`src/hw/deadman_cfg.svh`:
```
`ifndef DEADMAN_CFG_SVH
`define DEADMAN_CFG_SVH
// What this block does
// supervision timing starts together with the discharge start
// each dead-man key press restarts the supervision interval
// periodic retrigger messages to flow computer while enabled and discharging
// stand-alone start by start key or amplifier release per valve setting
// stop key stops; emergency stop also stops and switches off machine
// dead-man setting off means no supervision, warning or forced stop
// thirty seconds without key press raises optical warning
// key press within ten seconds of warning clears it, restarts interval
// ten seconds after warning without press forces stop; start resumes
// bypass option suspends supervision for one discharge only
// switching remote system off clears an active bypass
// bypass activation logs timestamp and bypass duration
// log also records log clearing and radio node changes
// unroll output only without discharge, after shift then held unroll key
// roll-up output only after discharge end, shift then held roll-up key
// dry sensor gives release and green; wet stops discharge, lights red
// charging insertion lights all indicators for seconds during battery test
// charging: power dark, green full, red charging, both fault
// operation: power steady when on, blinks without radio link
// operation: green blinks warming, red blinks after function fault
// amplifier switches off after over two minutes without sensor
// radio link loss during discharge pauses discharge
// timing idle without discharge; warning cleared when discharge ends
`define CLK_HZ          40000000
`define WARN_TIME_S     30
`define FORCE_TIME_S    10
`define SENSOR_LOSS_S   120
`define LAMP_TEST_S     3
`define RETRIG_MS       1000
`define BLINK_MS        500
`define SHIFT_TIME_S    2
`define SEC_CYCLES      (`CLK_HZ)
`define RETRIG_CYCLES   (`CLK_HZ / 1000 * `RETRIG_MS)
`define BLINK_CYCLES    (`CLK_HZ / 1000 * `BLINK_MS)
`define LOG_DEPTH       16
`define LOG_EV_BYPASS   2'h0
`define LOG_EV_CLEAR    2'h1
`define LOG_EV_NODES    2'h2
`endif

```
`src/hw/deadman_pkg.sv`:
```
package deadman_pkg;
   typedef enum logic [1:0] {VALVE_VIA_KEY, VALVE_DIRECT} valve_mode_t;
   typedef enum logic [1:0] {DM_OFF, DM_ON, DM_ON_BYPASS} dm_setting_t;
   typedef struct packed {
      logic start_key;
      logic stop_key;
      logic estop_key;
      logic deadman_key;
      logic shift_key;
      logic unroll_key;
      logic rollup_key;
   } keys_t;
   typedef struct packed {
      logic [31:0] stamp;
      logic [31:0] duration;
      logic [1:0]  event_code;
   } log_entry_t;
   typedef struct packed {
      logic yellow;
      logic green;
      logic red;
   } leds_t;
endpackage : deadman_pkg

```
`src/hw/deadman_discharge_supervisor.sv`:
```
`include "deadman_cfg.svh"
module deadman_discharge_supervisor
   import deadman_pkg::*;
#(
   parameter int SEC_CYC    = `SEC_CYCLES,
   parameter int RETRIG_CYC = `RETRIG_CYCLES,
   parameter int BLINK_CYC  = `BLINK_CYCLES,
   parameter int LOG_DEPTH  = `LOG_DEPTH
) (
   input  wire logic                        clock,
   input  wire logic                        rst,
   input  wire logic                        ce,
   input  deadman_pkg::keys_t               keys_pin,
   input  wire logic                        flow_computer_present,
   input  deadman_pkg::valve_mode_t         valve_control_setting,
   input  deadman_pkg::dm_setting_t         deadman_setting,
   input  wire logic                        bypass_request,
   input  wire logic                        remote_power_on,
   input  wire logic                        log_clear,
   input  wire logic                        radio_nodes_changed,
   input  wire logic                        discharge_finished,
   input  wire logic [$clog2(LOG_DEPTH)-1:0] log_rd_addr,
   input  wire logic                        amp_on,
   input  wire logic                        in_charger,
   input  wire logic                        sensor_connected,
   input  wire logic                        sensor_wet,
   input  wire logic                        sensor_warming,
   input  wire logic                        radio_ok,
   input  wire logic                        func_fault,
   input  wire logic                        batt_full,
   input  wire logic                        batt_fault,
   output logic                             discharge_active,
   output logic                             deadman_warning,
   output logic                             forced_stop,
   output logic                             retrigger_msg,
   output logic                             machine_off,
   output logic                             bypass_active,
   output logic                             unroll_out,
   output logic                             rollup_out,
   output logic                             fill_release,
   output logic                             amp_auto_off,
   output deadman_pkg::leds_t               amp_leds,
   output deadman_pkg::log_entry_t          log_rd_data,
   output logic [$clog2(LOG_DEPTH):0]       log_count
);
   localparam int AW = $clog2(LOG_DEPTH);

   typedef struct packed {
      keys_t       k1;
      keys_t       k2;
      keys_t       kd;
      logic        run;
      logic        finished;
      logic        warn;
      logic        forced;
      logic [31:0] sec_cnt;
      logic [7:0]  idle_s;
      logic [31:0] rt_cnt;
      logic        rt;
      logic        bypass;
      logic        bypass_used;
      logic [31:0] bypass_s;
      logic [31:0] now_s;
      logic        shift_armed;
      logic        unroll;
      logic        rollup;
      logic        mach_off;
      logic        wr;
      log_entry_t  wr_data;
      logic [AW-1:0] wr_ptr;
      logic [AW:0] count;
      logic        rel_d;
   } st_t;
   st_t s_r, s_nxt;

   keys_t press;
   logic  dm_enabled;
   logic  start_evt;
   logic  stop_evt;
   logic  rel;

   function automatic log_entry_t make_entry(input logic [1:0] code, input logic [31:0] ts,
                                             input logic [31:0] dur);
      make_entry = '{stamp: ts, duration: dur, event_code: code};
   endfunction : make_entry

   amp_status #(
      .SEC_CYC   (SEC_CYC),
      .BLINK_CYC (BLINK_CYC)
   ) u_amp (
      .clock            (clock),
      .rst              (rst),
      .ce               (ce),
      .amp_on           (amp_on),
      .in_charger       (in_charger),
      .sensor_connected (sensor_connected),
      .sensor_wet       (sensor_wet),
      .sensor_warming   (sensor_warming),
      .radio_ok         (radio_ok),
      .func_fault       (func_fault),
      .batt_full        (batt_full),
      .batt_fault       (batt_fault),
      .fill_release     (rel),
      .auto_off         (amp_auto_off),
      .leds             (amp_leds)
   );

   log_memory #(
      .DEPTH (LOG_DEPTH),
      .WIDTH ($bits(log_entry_t))
   ) u_log (
      .clock   (clock),
      .rst     (rst),
      .ce      (ce),
      .wr_en   (s_r.wr),
      .wr_addr (s_r.wr_ptr),
      .wr_data (s_r.wr_data),
      .rd_addr (log_rd_addr),
      .rd_data (log_rd_data)
   );

   // key pins pass two flops, then edge detect
   assign press      = s_r.k2 & ~s_r.kd;
   // supervision off or bypassed
   assign dm_enabled = (deadman_setting != DM_OFF) && !s_r.bypass;

   always_comb begin
      s_nxt       = s_r;
      s_nxt.k1    = keys_pin;
      s_nxt.k2    = s_r.k1;
      s_nxt.kd    = s_r.k2;
      s_nxt.wr    = 1'b0;
      s_nxt.rt    = 1'b0;
      s_nxt.rel_d = rel;
      if (s_r.sec_cnt >= 32'(SEC_CYC - 1)) begin
         s_nxt.sec_cnt = '0;
         s_nxt.now_s   = s_r.now_s + 32'h1;
      end else begin
         s_nxt.sec_cnt = s_r.sec_cnt + 32'h1;
      end
      // start source
      if (flow_computer_present || valve_control_setting == VALVE_VIA_KEY) begin
         start_evt = press.start_key;
      end else begin
         start_evt = rel && !s_r.rel_d;
      end
      // stop and emergency stop
      stop_evt = press.stop_key || press.estop_key;
      if (press.estop_key) begin
         s_nxt.mach_off = 1'b1;
      end else if (start_evt) begin
         s_nxt.mach_off = 1'b0;
      end
      if (!s_r.run) begin
         // timing idle without discharge
         s_nxt.idle_s = '0;
         s_nxt.warn   = 1'b0;
         s_nxt.rt_cnt = '0;
         if (start_evt && !stop_evt && !s_r.finished && !sensor_wet) begin
            // start arms timing, resumes
            s_nxt.run     = 1'b1;
            s_nxt.forced  = 1'b0;
            s_nxt.sec_cnt = '0;
         end
      end else begin
         if (stop_evt || discharge_finished) begin
            s_nxt.run      = 1'b0;
            s_nxt.finished = 1'b1;
            s_nxt.warn     = 1'b0;
         end else if (sensor_wet || !radio_ok) begin
            // wet or link loss pauses
            s_nxt.run  = 1'b0;
            s_nxt.warn = 1'b0;
         end else if (dm_enabled) begin
            if (press.deadman_key) begin
               // key press restarts interval
               s_nxt.idle_s  = '0;
               s_nxt.warn    = 1'b0;
               s_nxt.sec_cnt = '0;
            end else if (s_r.sec_cnt == '0) begin
               s_nxt.idle_s = s_r.idle_s + 8'h1;
               // warning after idle time
               if (s_r.idle_s + 8'h1 >= 8'(`WARN_TIME_S)) begin
                  s_nxt.warn = 1'b1;
               end
               // forced stop after grace
               if (s_r.idle_s + 8'h1 >= 8'(`WARN_TIME_S + `FORCE_TIME_S)) begin
                  s_nxt.run    = 1'b0;
                  s_nxt.forced = 1'b1;
                  s_nxt.warn   = 1'b0;
               end
            end
            // periodic retrigger
            if (s_r.rt_cnt >= 32'(RETRIG_CYC - 1)) begin
               s_nxt.rt_cnt = '0;
               s_nxt.rt     = flow_computer_present;
            end else begin
               s_nxt.rt_cnt = s_r.rt_cnt + 32'h1;
            end
         end else begin
            s_nxt.idle_s = '0;
            s_nxt.warn   = 1'b0;
         end
      end
      if (s_r.finished && (start_evt && !s_r.run) && !s_r.forced) begin
         s_nxt.finished = 1'b0;
      end
      // bypass for one discharge
      if (bypass_request && deadman_setting == DM_ON_BYPASS && !s_r.bypass && !s_r.bypass_used) begin
         s_nxt.bypass   = 1'b1;
         s_nxt.bypass_s = s_r.now_s;
         // log bypass start with zero duration; duration logged at discharge end
         s_nxt.wr      = 1'b1;
         s_nxt.wr_data = make_entry(`LOG_EV_BYPASS, s_r.now_s, '0);
      end
      if (s_r.run && !s_nxt.run && s_r.finished == 1'b0 && s_nxt.finished && s_r.bypass) begin
         s_nxt.bypass      = 1'b0;
         s_nxt.bypass_used = 1'b0;
         s_nxt.wr          = 1'b1;
         s_nxt.wr_data     = make_entry(`LOG_EV_BYPASS, s_r.bypass_s, s_r.now_s - s_r.bypass_s);
      end
      // power off clears bypass
      if (!remote_power_on) begin
         s_nxt.bypass      = 1'b0;
         s_nxt.bypass_used = 1'b0;
      end
      // log clear and node changes
      if (log_clear) begin
         s_nxt.count   = '0;
         s_nxt.wr      = 1'b1;
         s_nxt.wr_data = make_entry(`LOG_EV_CLEAR, s_r.now_s, '0);
      end else if (radio_nodes_changed && !s_nxt.wr) begin
         s_nxt.wr      = 1'b1;
         s_nxt.wr_data = make_entry(`LOG_EV_NODES, s_r.now_s, '0);
      end
      if (s_r.wr) begin
         s_nxt.wr_ptr = s_r.wr_ptr + AW'(1);
         if (s_r.count != (AW+1)'(LOG_DEPTH) && !log_clear) begin
            s_nxt.count = s_r.count + (AW+1)'(1);
         end
      end
      // hose keys: shift toggles arming, next key drives
      if (press.shift_key) begin
         s_nxt.shift_armed = ~s_r.shift_armed;
      end
      // unroll only with no discharge
      s_nxt.unroll = !s_r.run && s_r.k2.unroll_key
                     && (s_r.unroll || (press.unroll_key && s_r.shift_armed));
      // roll-up only after finish
      s_nxt.rollup = s_r.finished && !s_r.run && s_r.k2.rollup_key
                     && (s_r.rollup || (press.rollup_key && s_r.shift_armed));
      if (press.unroll_key || press.rollup_key) begin
         s_nxt.shift_armed = 1'b0;
      end
   end

   always_ff @(posedge clock or posedge rst) begin
      if (rst) begin
         s_r <= '0;
      end else if (ce) begin
         s_r <= s_nxt;
      end
   end

   assign discharge_active = s_r.run;
   assign deadman_warning  = s_r.warn;
   assign forced_stop      = s_r.forced;
   assign retrigger_msg    = s_r.rt;
   assign machine_off      = s_r.mach_off;
   assign bypass_active    = s_r.bypass;
   assign unroll_out       = s_r.unroll;
   assign rollup_out       = s_r.rollup;
   assign fill_release     = rel;
   assign log_count        = s_r.count;

   property p_off_quiet;
      @(posedge clock) disable iff (rst) deadman_setting == DM_OFF |-> !s_nxt.warn && !(s_nxt.forced && !s_r.forced);
   endproperty
   a_off_quiet: assert property (p_off_quiet) else $error("supervision active while off");
   property p_idle_quiet;
      @(posedge clock) disable iff (rst) !discharge_active |-> !deadman_warning;
   endproperty
   a_idle_quiet: assert property (p_idle_quiet) else $error("warning without discharge");
   property p_warn_time;
      @(posedge clock) disable iff (rst) $rose(deadman_warning) |-> s_r.idle_s == 8'(`WARN_TIME_S);
   endproperty
   a_warn_time: assert property (p_warn_time) else $error("warning at wrong time");
   property p_force_time;
      @(posedge clock) disable iff (rst) $rose(forced_stop) |-> $past(s_r.idle_s) == 8'(`WARN_TIME_S + `FORCE_TIME_S - 1);
   endproperty
   a_force_time: assert property (p_force_time) else $error("forced stop at wrong time");
   property p_dm_restart;
      @(posedge clock) disable iff (rst) ce && discharge_active && press.deadman_key && dm_enabled
         && !stop_evt && !discharge_finished && !sensor_wet && radio_ok |=> s_r.idle_s == 8'h0 && !deadman_warning;
   endproperty
   a_dm_restart: assert property (p_dm_restart) else $error("key press did not restart");
   property p_unroll_idle;
      @(posedge clock) disable iff (rst) unroll_out |-> $past(!discharge_active);
   endproperty
   a_unroll_idle: assert property (p_unroll_idle) else $error("unroll during discharge");
   property p_rollup_done;
      @(posedge clock) disable iff (rst) rollup_out |-> $past(s_r.finished);
   endproperty
   a_rollup_done: assert property (p_rollup_done) else $error("roll-up before finish");
   property p_bypass_off;
      @(posedge clock) disable iff (rst) ce && !remote_power_on |=> !bypass_active;
   endproperty
   a_bypass_off: assert property (p_bypass_off) else $error("bypass kept after power off");
   property p_estop;
      @(posedge clock) disable iff (rst) ce && press.estop_key |=> machine_off && !discharge_active;
   endproperty
   a_estop: assert property (p_estop) else $error("emergency stop ignored");
   property p_bypass_log;
      @(posedge clock) disable iff (rst) $rose(bypass_active) |-> $past(s_nxt.wr);
   endproperty
   a_bypass_log: assert property (p_bypass_log) else $error("bypass not logged");
   c_warn: cover property (@(posedge clock) disable iff (rst) $rose(deadman_warning));
   c_forced: cover property (@(posedge clock) disable iff (rst) $rose(forced_stop));
   c_unroll: cover property (@(posedge clock) disable iff (rst) $rose(unroll_out));
endmodule : deadman_discharge_supervisor

```
`src/hw/log_memory.sv`:
```
module log_memory #(
   parameter int DEPTH = 16,
   parameter int WIDTH = 66
) (
   input  wire logic                     clock,
   input  wire logic                     rst,
   input  wire logic                     ce,
   input  wire logic                     wr_en,
   input  wire logic [$clog2(DEPTH)-1:0] wr_addr,
   input  wire logic [WIDTH-1:0]         wr_data,
   input  wire logic [$clog2(DEPTH)-1:0] rd_addr,
   output logic      [WIDTH-1:0]         rd_data
);
   logic [WIDTH-1:0] mem [DEPTH];

   always_ff @(posedge clock) begin
      if (ce && wr_en) begin
         mem[wr_addr] <= wr_data;
      end
   end

   always_ff @(posedge clock or posedge rst) begin
      if (rst) begin
         rd_data <= '0;
      end else if (ce) begin
         rd_data <= mem[rd_addr];
      end
   end
endmodule : log_memory

```
`src/hw/amp_status.sv`:
```
`include "deadman_cfg.svh"
module amp_status
   import deadman_pkg::*;
#(
   parameter int SEC_CYC   = `SEC_CYCLES,
   parameter int BLINK_CYC = `BLINK_CYCLES
) (
   input  wire logic               clock,
   input  wire logic               rst,
   input  wire logic               ce,
   input  wire logic               amp_on,
   input  wire logic               in_charger,
   input  wire logic               sensor_connected,
   input  wire logic               sensor_wet,
   input  wire logic               sensor_warming,
   input  wire logic               radio_ok,
   input  wire logic               func_fault,
   input  wire logic               batt_full,
   input  wire logic               batt_fault,
   output logic                    fill_release,
   output logic                    auto_off,
   output deadman_pkg::leds_t      leds
);
   typedef struct packed {
      logic [31:0] blink_cnt;
      logic        blink;
      logic [31:0] sec_cnt;
      logic [7:0]  test_s;
      logic [7:0]  loss_s;
      logic        in_charger_d;
      logic        off;
      leds_t       leds;
      logic        release_q;
   } st_t;
   st_t s_r, s_nxt;

   always_comb begin
      s_nxt = s_r;
      s_nxt.in_charger_d = in_charger;
      if (s_r.blink_cnt >= 32'(BLINK_CYC - 1)) begin
         s_nxt.blink_cnt = '0;
         s_nxt.blink     = ~s_r.blink;
      end else begin
         s_nxt.blink_cnt = s_r.blink_cnt + 32'h1;
      end
      if (s_r.sec_cnt >= 32'(SEC_CYC - 1)) begin
         s_nxt.sec_cnt = '0;
      end else begin
         s_nxt.sec_cnt = s_r.sec_cnt + 32'h1;
      end
      // lamp test on insertion
      if (in_charger && !s_r.in_charger_d) begin
         s_nxt.test_s = 8'(`LAMP_TEST_S);
      end else if (s_r.sec_cnt == '0 && s_r.test_s != 8'h0) begin
         s_nxt.test_s = s_r.test_s - 8'h1;
      end
      // sensor loss auto off
      if (!amp_on || sensor_connected || in_charger) begin
         s_nxt.loss_s = '0;
         s_nxt.off    = 1'b0;
      end else if (s_r.sec_cnt == '0) begin
         if (s_r.loss_s > 8'(`SENSOR_LOSS_S)) begin
            s_nxt.off = 1'b1;
         end else begin
            s_nxt.loss_s = s_r.loss_s + 8'h1;
         end
      end
      // release only on dry sensor
      s_nxt.release_q = amp_on && !in_charger && sensor_connected && !sensor_warming
                        && !sensor_wet && !func_fault && !s_r.off;
      if (in_charger) begin
         if (s_r.test_s != 8'h0) begin
            s_nxt.leds = '{yellow: 1'b1, green: 1'b1, red: 1'b1};
         end else begin
            // charger encoding
            s_nxt.leds = '{yellow: 1'b0, green: batt_full || batt_fault, red: !batt_full || batt_fault};
         end
      end else if (amp_on && !s_r.off) begin
         // power indicator
         s_nxt.leds.yellow = radio_ok ? 1'b1 : s_r.blink;
         // blink codes
         s_nxt.leds.green  = sensor_warming ? s_r.blink : (sensor_connected && !sensor_wet && !func_fault);
         s_nxt.leds.red    = func_fault ? s_r.blink : (sensor_connected && sensor_wet);
      end else begin
         s_nxt.leds = '0;
      end
   end

   always_ff @(posedge clock or posedge rst) begin
      if (rst) begin
         s_r <= '0;
      end else if (ce) begin
         s_r <= s_nxt;
      end
   end

   assign fill_release = s_r.release_q;
   assign auto_off     = s_r.off;
   assign leds         = s_r.leds;

   // off needs long loss
   property p_off_cause;
      @(posedge clock) disable iff (rst) $rose(s_r.off) |-> $past(s_r.loss_s) > 8'(`SENSOR_LOSS_S);
   endproperty
   a_off_cause: assert property (p_off_cause) else $error("auto off without sensor loss");
   // charging power dark
   property p_charge_dark;
      @(posedge clock) disable iff (rst) ce && in_charger && $past(in_charger) && s_r.test_s == 8'h0
         |=> !leds.yellow;
   endproperty
   a_charge_dark: assert property (p_charge_dark) else $error("power lit in charger");
   // wet never released
   property p_wet_no_release;
      @(posedge clock) disable iff (rst) ce && sensor_wet |=> !fill_release;
   endproperty
   a_wet_no_release: assert property (p_wet_no_release) else $error("release with wet sensor");
   c_lamp_test: cover property (@(posedge clock) disable iff (rst) s_r.test_s != 8'h0 && leds.red);
endmodule : amp_status

```
`config.mk`:
```
export PLATFORM = sky130hd
export DESIGN_NAME = deadman_discharge_supervisor
export DESIGN_NICKNAME = d
export VERILOG_FILES = /design/src/hw/deadman_pkg.sv /design/src/hw/deadman_discharge_supervisor.sv /design/src/hw/log_memory.sv /design/src/hw/amp_status.sv
export VERILOG_INCLUDE_DIRS = /design/src /design/src/hw
export SDC_FILE = /design/constraint.sdc
export NUM_CORES = 2
export LEC_CHECK = 0
export ABC_AREA = 0
export BUFFER_PORTS_ARGS = -buffer_cell sky130_fd_sc_hd__buf_4
export CAP_MARGIN = 20
export CORE_UTILIZATION = 58
export DETAILED_ROUTE_END_ITERATION = 6
export PLACE_DENSITY = 0.79
export SETUP_SLACK_MARGIN = 0.3
export SKIP_LAST_GASP = 1
export SYNTH_ARGS = -nofsm -noshare
export SYNTH_HDL_FRONTEND = slang
export SYNTH_SLANG_ARGS = --single-unit
```
`constraint.sdc`:
```
create_clock -name clock -period 16.5 [get_ports clock]
set_clock_uncertainty 0.2 [all_clocks]
set_input_delay 0.825 -clock clock [delete_from_list [all_inputs] [get_ports clock]]
set_output_delay 0.825 -clock clock [all_outputs]
set_load 0.01 [all_outputs]
```
==> impl_metrics.py <==
metrics = {
    "setup_path": {
        "cp_num_buf_inv": 4,
        "crit_chain": "buf_8 > buf_12 > buf_4 > buf_4 > mux4_2 > mux4_2 > mux2_2",
        "critical-path-top-delay-family": "buffers and inverters",
        "crit_type": "in -> reg",
        "start_kind": "input pin",
        "worstPathMaxFanout": 101,
        "reg2reg_depth": 12,
        "critPathSlowestCell": "buf_4",
        "crit_path_end_kind": "flip-flop",
        "cpPeakStageDelay_ns": 0.80,
        "required_ns": 16.94,
        "crit_cells": 7,
        "arrival_ns": 5.00,
    },
    "layout": {
        "nets": 3653,
        "num-fill-cells": 6391,
        "drive_gt1_share_pct": 23.0,
        "num_antenna_cells": 0,
        "syn2layout_area_growth_pct": 11.9,
    },
    "power": {
        "power.leakage_nw": 23.7,
        "p_clk_share_pct": 39.8,
        "p_switching_mw": 1.94,
        "internal-power_mw": 6.24,
        "seqPwrFrac_pct": 52.0,
        "power_mw": 8.18,
        "pwr-share-comb_pct": 8.3,
        "swShare_pct": 23.7,
        "ir_drop_mv": 0.103,
        "powerDensity_nw_per_um2": 124,
    },
    "timing": {
        "fmax_mhz": 219,
        "finalHoldViolCount": 2,
        "finalCritPeriodShare_pct": 27.7,
        "layout_setup_ws_ns": 11.93,
        "maxSlewViolCount": 0,
        "final.min_clock_period_ns": 4.57,
        "setup_violations": 0,
        "whs_ns": -0.0100,
        "relSlewSlack_pct": 19.9,
        "rsz0062_at_grt": "false",
        "setup_tns_ns": 0,
        "worstMarginPinSlew_ns": 1.20,
    },
    "cts": {
        "cts_buffer_depth": 3,
        "clock_sinks": 1453,
        "htreeDepth": 4,
        "cts_setup_buffers": 0,
        "cts_buffers": 142,
        "ctsHoldBuffers": 0,
        "cts_tree": "done",
        "cts_resized": 0,
        "ctsRootBufferMaster": "clkbuf_16",
        "clock_latency_ns": 0.77,
        "clkSlewWorstSetupHoldPaths_ns": 0.06,
    },
    "floorplan": {
        "rows": 116,
        "die_area_um2": 103000,
        "die-height_um": 321,
        "initial_core_util_pct": 58.8,
        "die_x_um": 321,
        "design.core.area_um2": 101000,
        "boundaryPins": 117,
    },
    "synthesis": {
        "syn_area_um2": 59100,
        "synth-async-reset-ratio_pct": 27.3,
        "synth_cell_types": 83,
        "synthFlopType": "edfxtp_1",
        "synth-edff-count": 1056,
        "syn_avg_cell_area_um2": 17.2,
        "syn_nets": 3516,
        "synthCells": 3433,
        "synth-seq-cells": 1453,
        "yosysWarningCount": 0,
        "ys_seq_area_share_pct": 70.4,
    },
    "routing": {
        "drc": 0,
        "wl_per_cell_um": 27.3,
        "vias": 32505,
        "via_per_inst": 6.44,
        "postRouteWirelength_um": 138000,
        "final_antenna_net_count": 0,
        "drt-pass1-iter-count": 7,
        "drt_first_iter_violations": 3625,
    },
    "grt": {
        "antenna_found_initial": 0,
        "grt_pass1_wl_um": 207000,
        "grt_start_max_net_pins": 162,
        "first_global_vias": 32889,
        "grt_overflow": 0,
        "track_usage_pct": 27.3,
    },
    "outcome": {
        "failed_checks": "negative hold slack",
        "status": "finished, violations left",
    },
    "min_path": {
        "hp-class": "in -> async",
    },
    "placed_design": {
        "io_buffers": 116,
        "dp_slack_ns": 11.14,
        "dp_hpwl_um": 72100,
        "place.gp.congestion": 0.874,
    },
    "job": {
        "drv_cap": 0,
    },
}
[synthesized netlist by cell type (26+ instances only)]
| master | number | share of area, % |
|---|---|---|
| nand3_1 | 64 | 0.54 |
| xnor2_1 | 59 | 0.87 |
| mux2_2 | 118 | 2.2 |
| and2_1 | 31 | 0.33 |
| inv_1 | 77 | 0.49 |
| edfxtp_1 | 1056 | 54 |
| mux4_2 | 330 | 13 |
| ha_1 | 49 | 1.0 |
| nor2_1 | 162 | 1.0 |
| buf_1 | 30 | 0.19 |
| o221ai_1 | 30 | 0.44 |
| a21oi_1 | 46 | 0.39 |
| and3_1 | 49 | 0.52 |
| o21ai_0 | 162 | 1.4 |
| xor2_1 | 61 | 0.90 |
| dfrtp_1 | 397 | 17 |
| clkbuf_1 | 117 | 0.74 |
| nand4_1 | 26 | 0.28 |
| nand2_1 | 253 | 1.6 |
[area by class of cell]
type	count	area (um^2)	share of cell area, %
Multi-Input combinational cell	1743	16600	25.1
Clock inverter	67	782	1.18
Clock buffer	199	3910	5.91
Tap cell	1357	1700	2.57
Inverter	77	297	0.448
Timing Repair Buffer	153	1220	1.85
Sequential cell	1453	41600	62.9
[final timing paths]
path,to,slack (ns),startpoint
setup reg to reg,s_r[40]$_DFFE_PP0P_,12.47,s_r[81]$_DFFE_PP0P_
hold / removal,u_log.rd_data[58]$_DFFE_PP0P_,-0.01,rst
hold reg to reg,s_nxt[225]$_DFFE_PP0P_,0.28,s_nxt[232]$_DFFE_PP0P_
setup / recovery,u_log.rd_data[19]$_DFFE_PP0P_,11.93,log_rd_addr[0]
min in group clock,s_nxt[234]$_DFFE_PP0P_,0.09,keys_pin[3]
max in group asynchronous,s_r[182]$_DFFE_PP0P_,14.15,rst
[power groups by stage]
stage	clock network, mW	registers [mW]	logic [mW]
after CTS	3.29	4.25	0.683
after floorplan	0	4.29	0.425
after global placement	0	4.30	0.653
after detailed placement	0	4.32	0.669
after global routing	3.42	4.27	0.725
final	3.25	4.25	0.677
[through the flow]
stage	utilization (%)	std cells	cell area (um^2)
2_1_floorplan	-	3433	59100
3_3_place_gp	61.1	4781	61400
3_5_place_dp	61.1	4781	61400
4_1_cts	65.7	5047	66100
5_1_grt	65.8	5049	66200
6_report	65.8	5049	66200
[kinds of logic (layout without fill, tap and decap cells)]
kind of cell | after synthesis | count (layout) | synth area share, %
DFF | 1453 | 1453 | 70.4
and+or+nand+nor | 730 | 730 | 5.99
xor gates and xnor gates | 120 | 120 | 1.78
muxes | 451 | 451 | 14.9
buffers and inverters | 237 | 496 | 1.58
adders and majority gates | 50 | 50 | 1.07
AOI/OAI and AO/OA | 392 | 392 | 4.28
[metal layers]
layer | vias up | wire length (um) | part of all wire [%] | global-route usage (%)
met5 | - | 0 | 0 | 0
met4 | 0 | 4690 | 3.4 | 10.3
met3 | 271 | 10400 | 7.5 | 4.41
met2 | 1697 | 69600 | 50 | 45.2
met1 | 16803 | 53400 | 39 | 36.9
li1 | 13734 | - | - | -
[flip-flops by register name, indices dropped and copies added (netlist names), 3 cells and up]
name           flops
log_count          5
s_nxt             14
s_r              217
u_amp.leds         3
u_amp.s_r         82
u_log.mem       1056
u_log.rd_data     66
[placed cells by master (no fill, tap or decap), types with 22 or more instances in the layout]
| cell type | n |
|---|---|
| xnor2_1 | 59 |
| nand4_1 | 26 |
| o21ai_0 | 162 |
| nor3_1 | 24 |
| a21oi_1 | 46 |
| nor4_1 | 23 |
| clkbuf_16 | 143 |
| buf_4 | 145 |
| o221ai_1 | 30 |
| nand3_1 | 64 |
| nor2b_1 | 25 |
| dfrtp_1 | 397 |
| clkbuf_1 | 44 |
| ha_1 | 49 |
| inv_1 | 76 |
| mux2_2 | 118 |
| nand2_1 | 253 |
| edfxtp_1 | 1056 |
| and3_1 | 45 |
| xor2_1 | 61 |
| o31ai_1 | 25 |
| nor2_1 | 162 |
| mux4_2 | 330 |
| a21o_1 | 22 |
No activity file was read; power rests on OpenSTA's default activity.
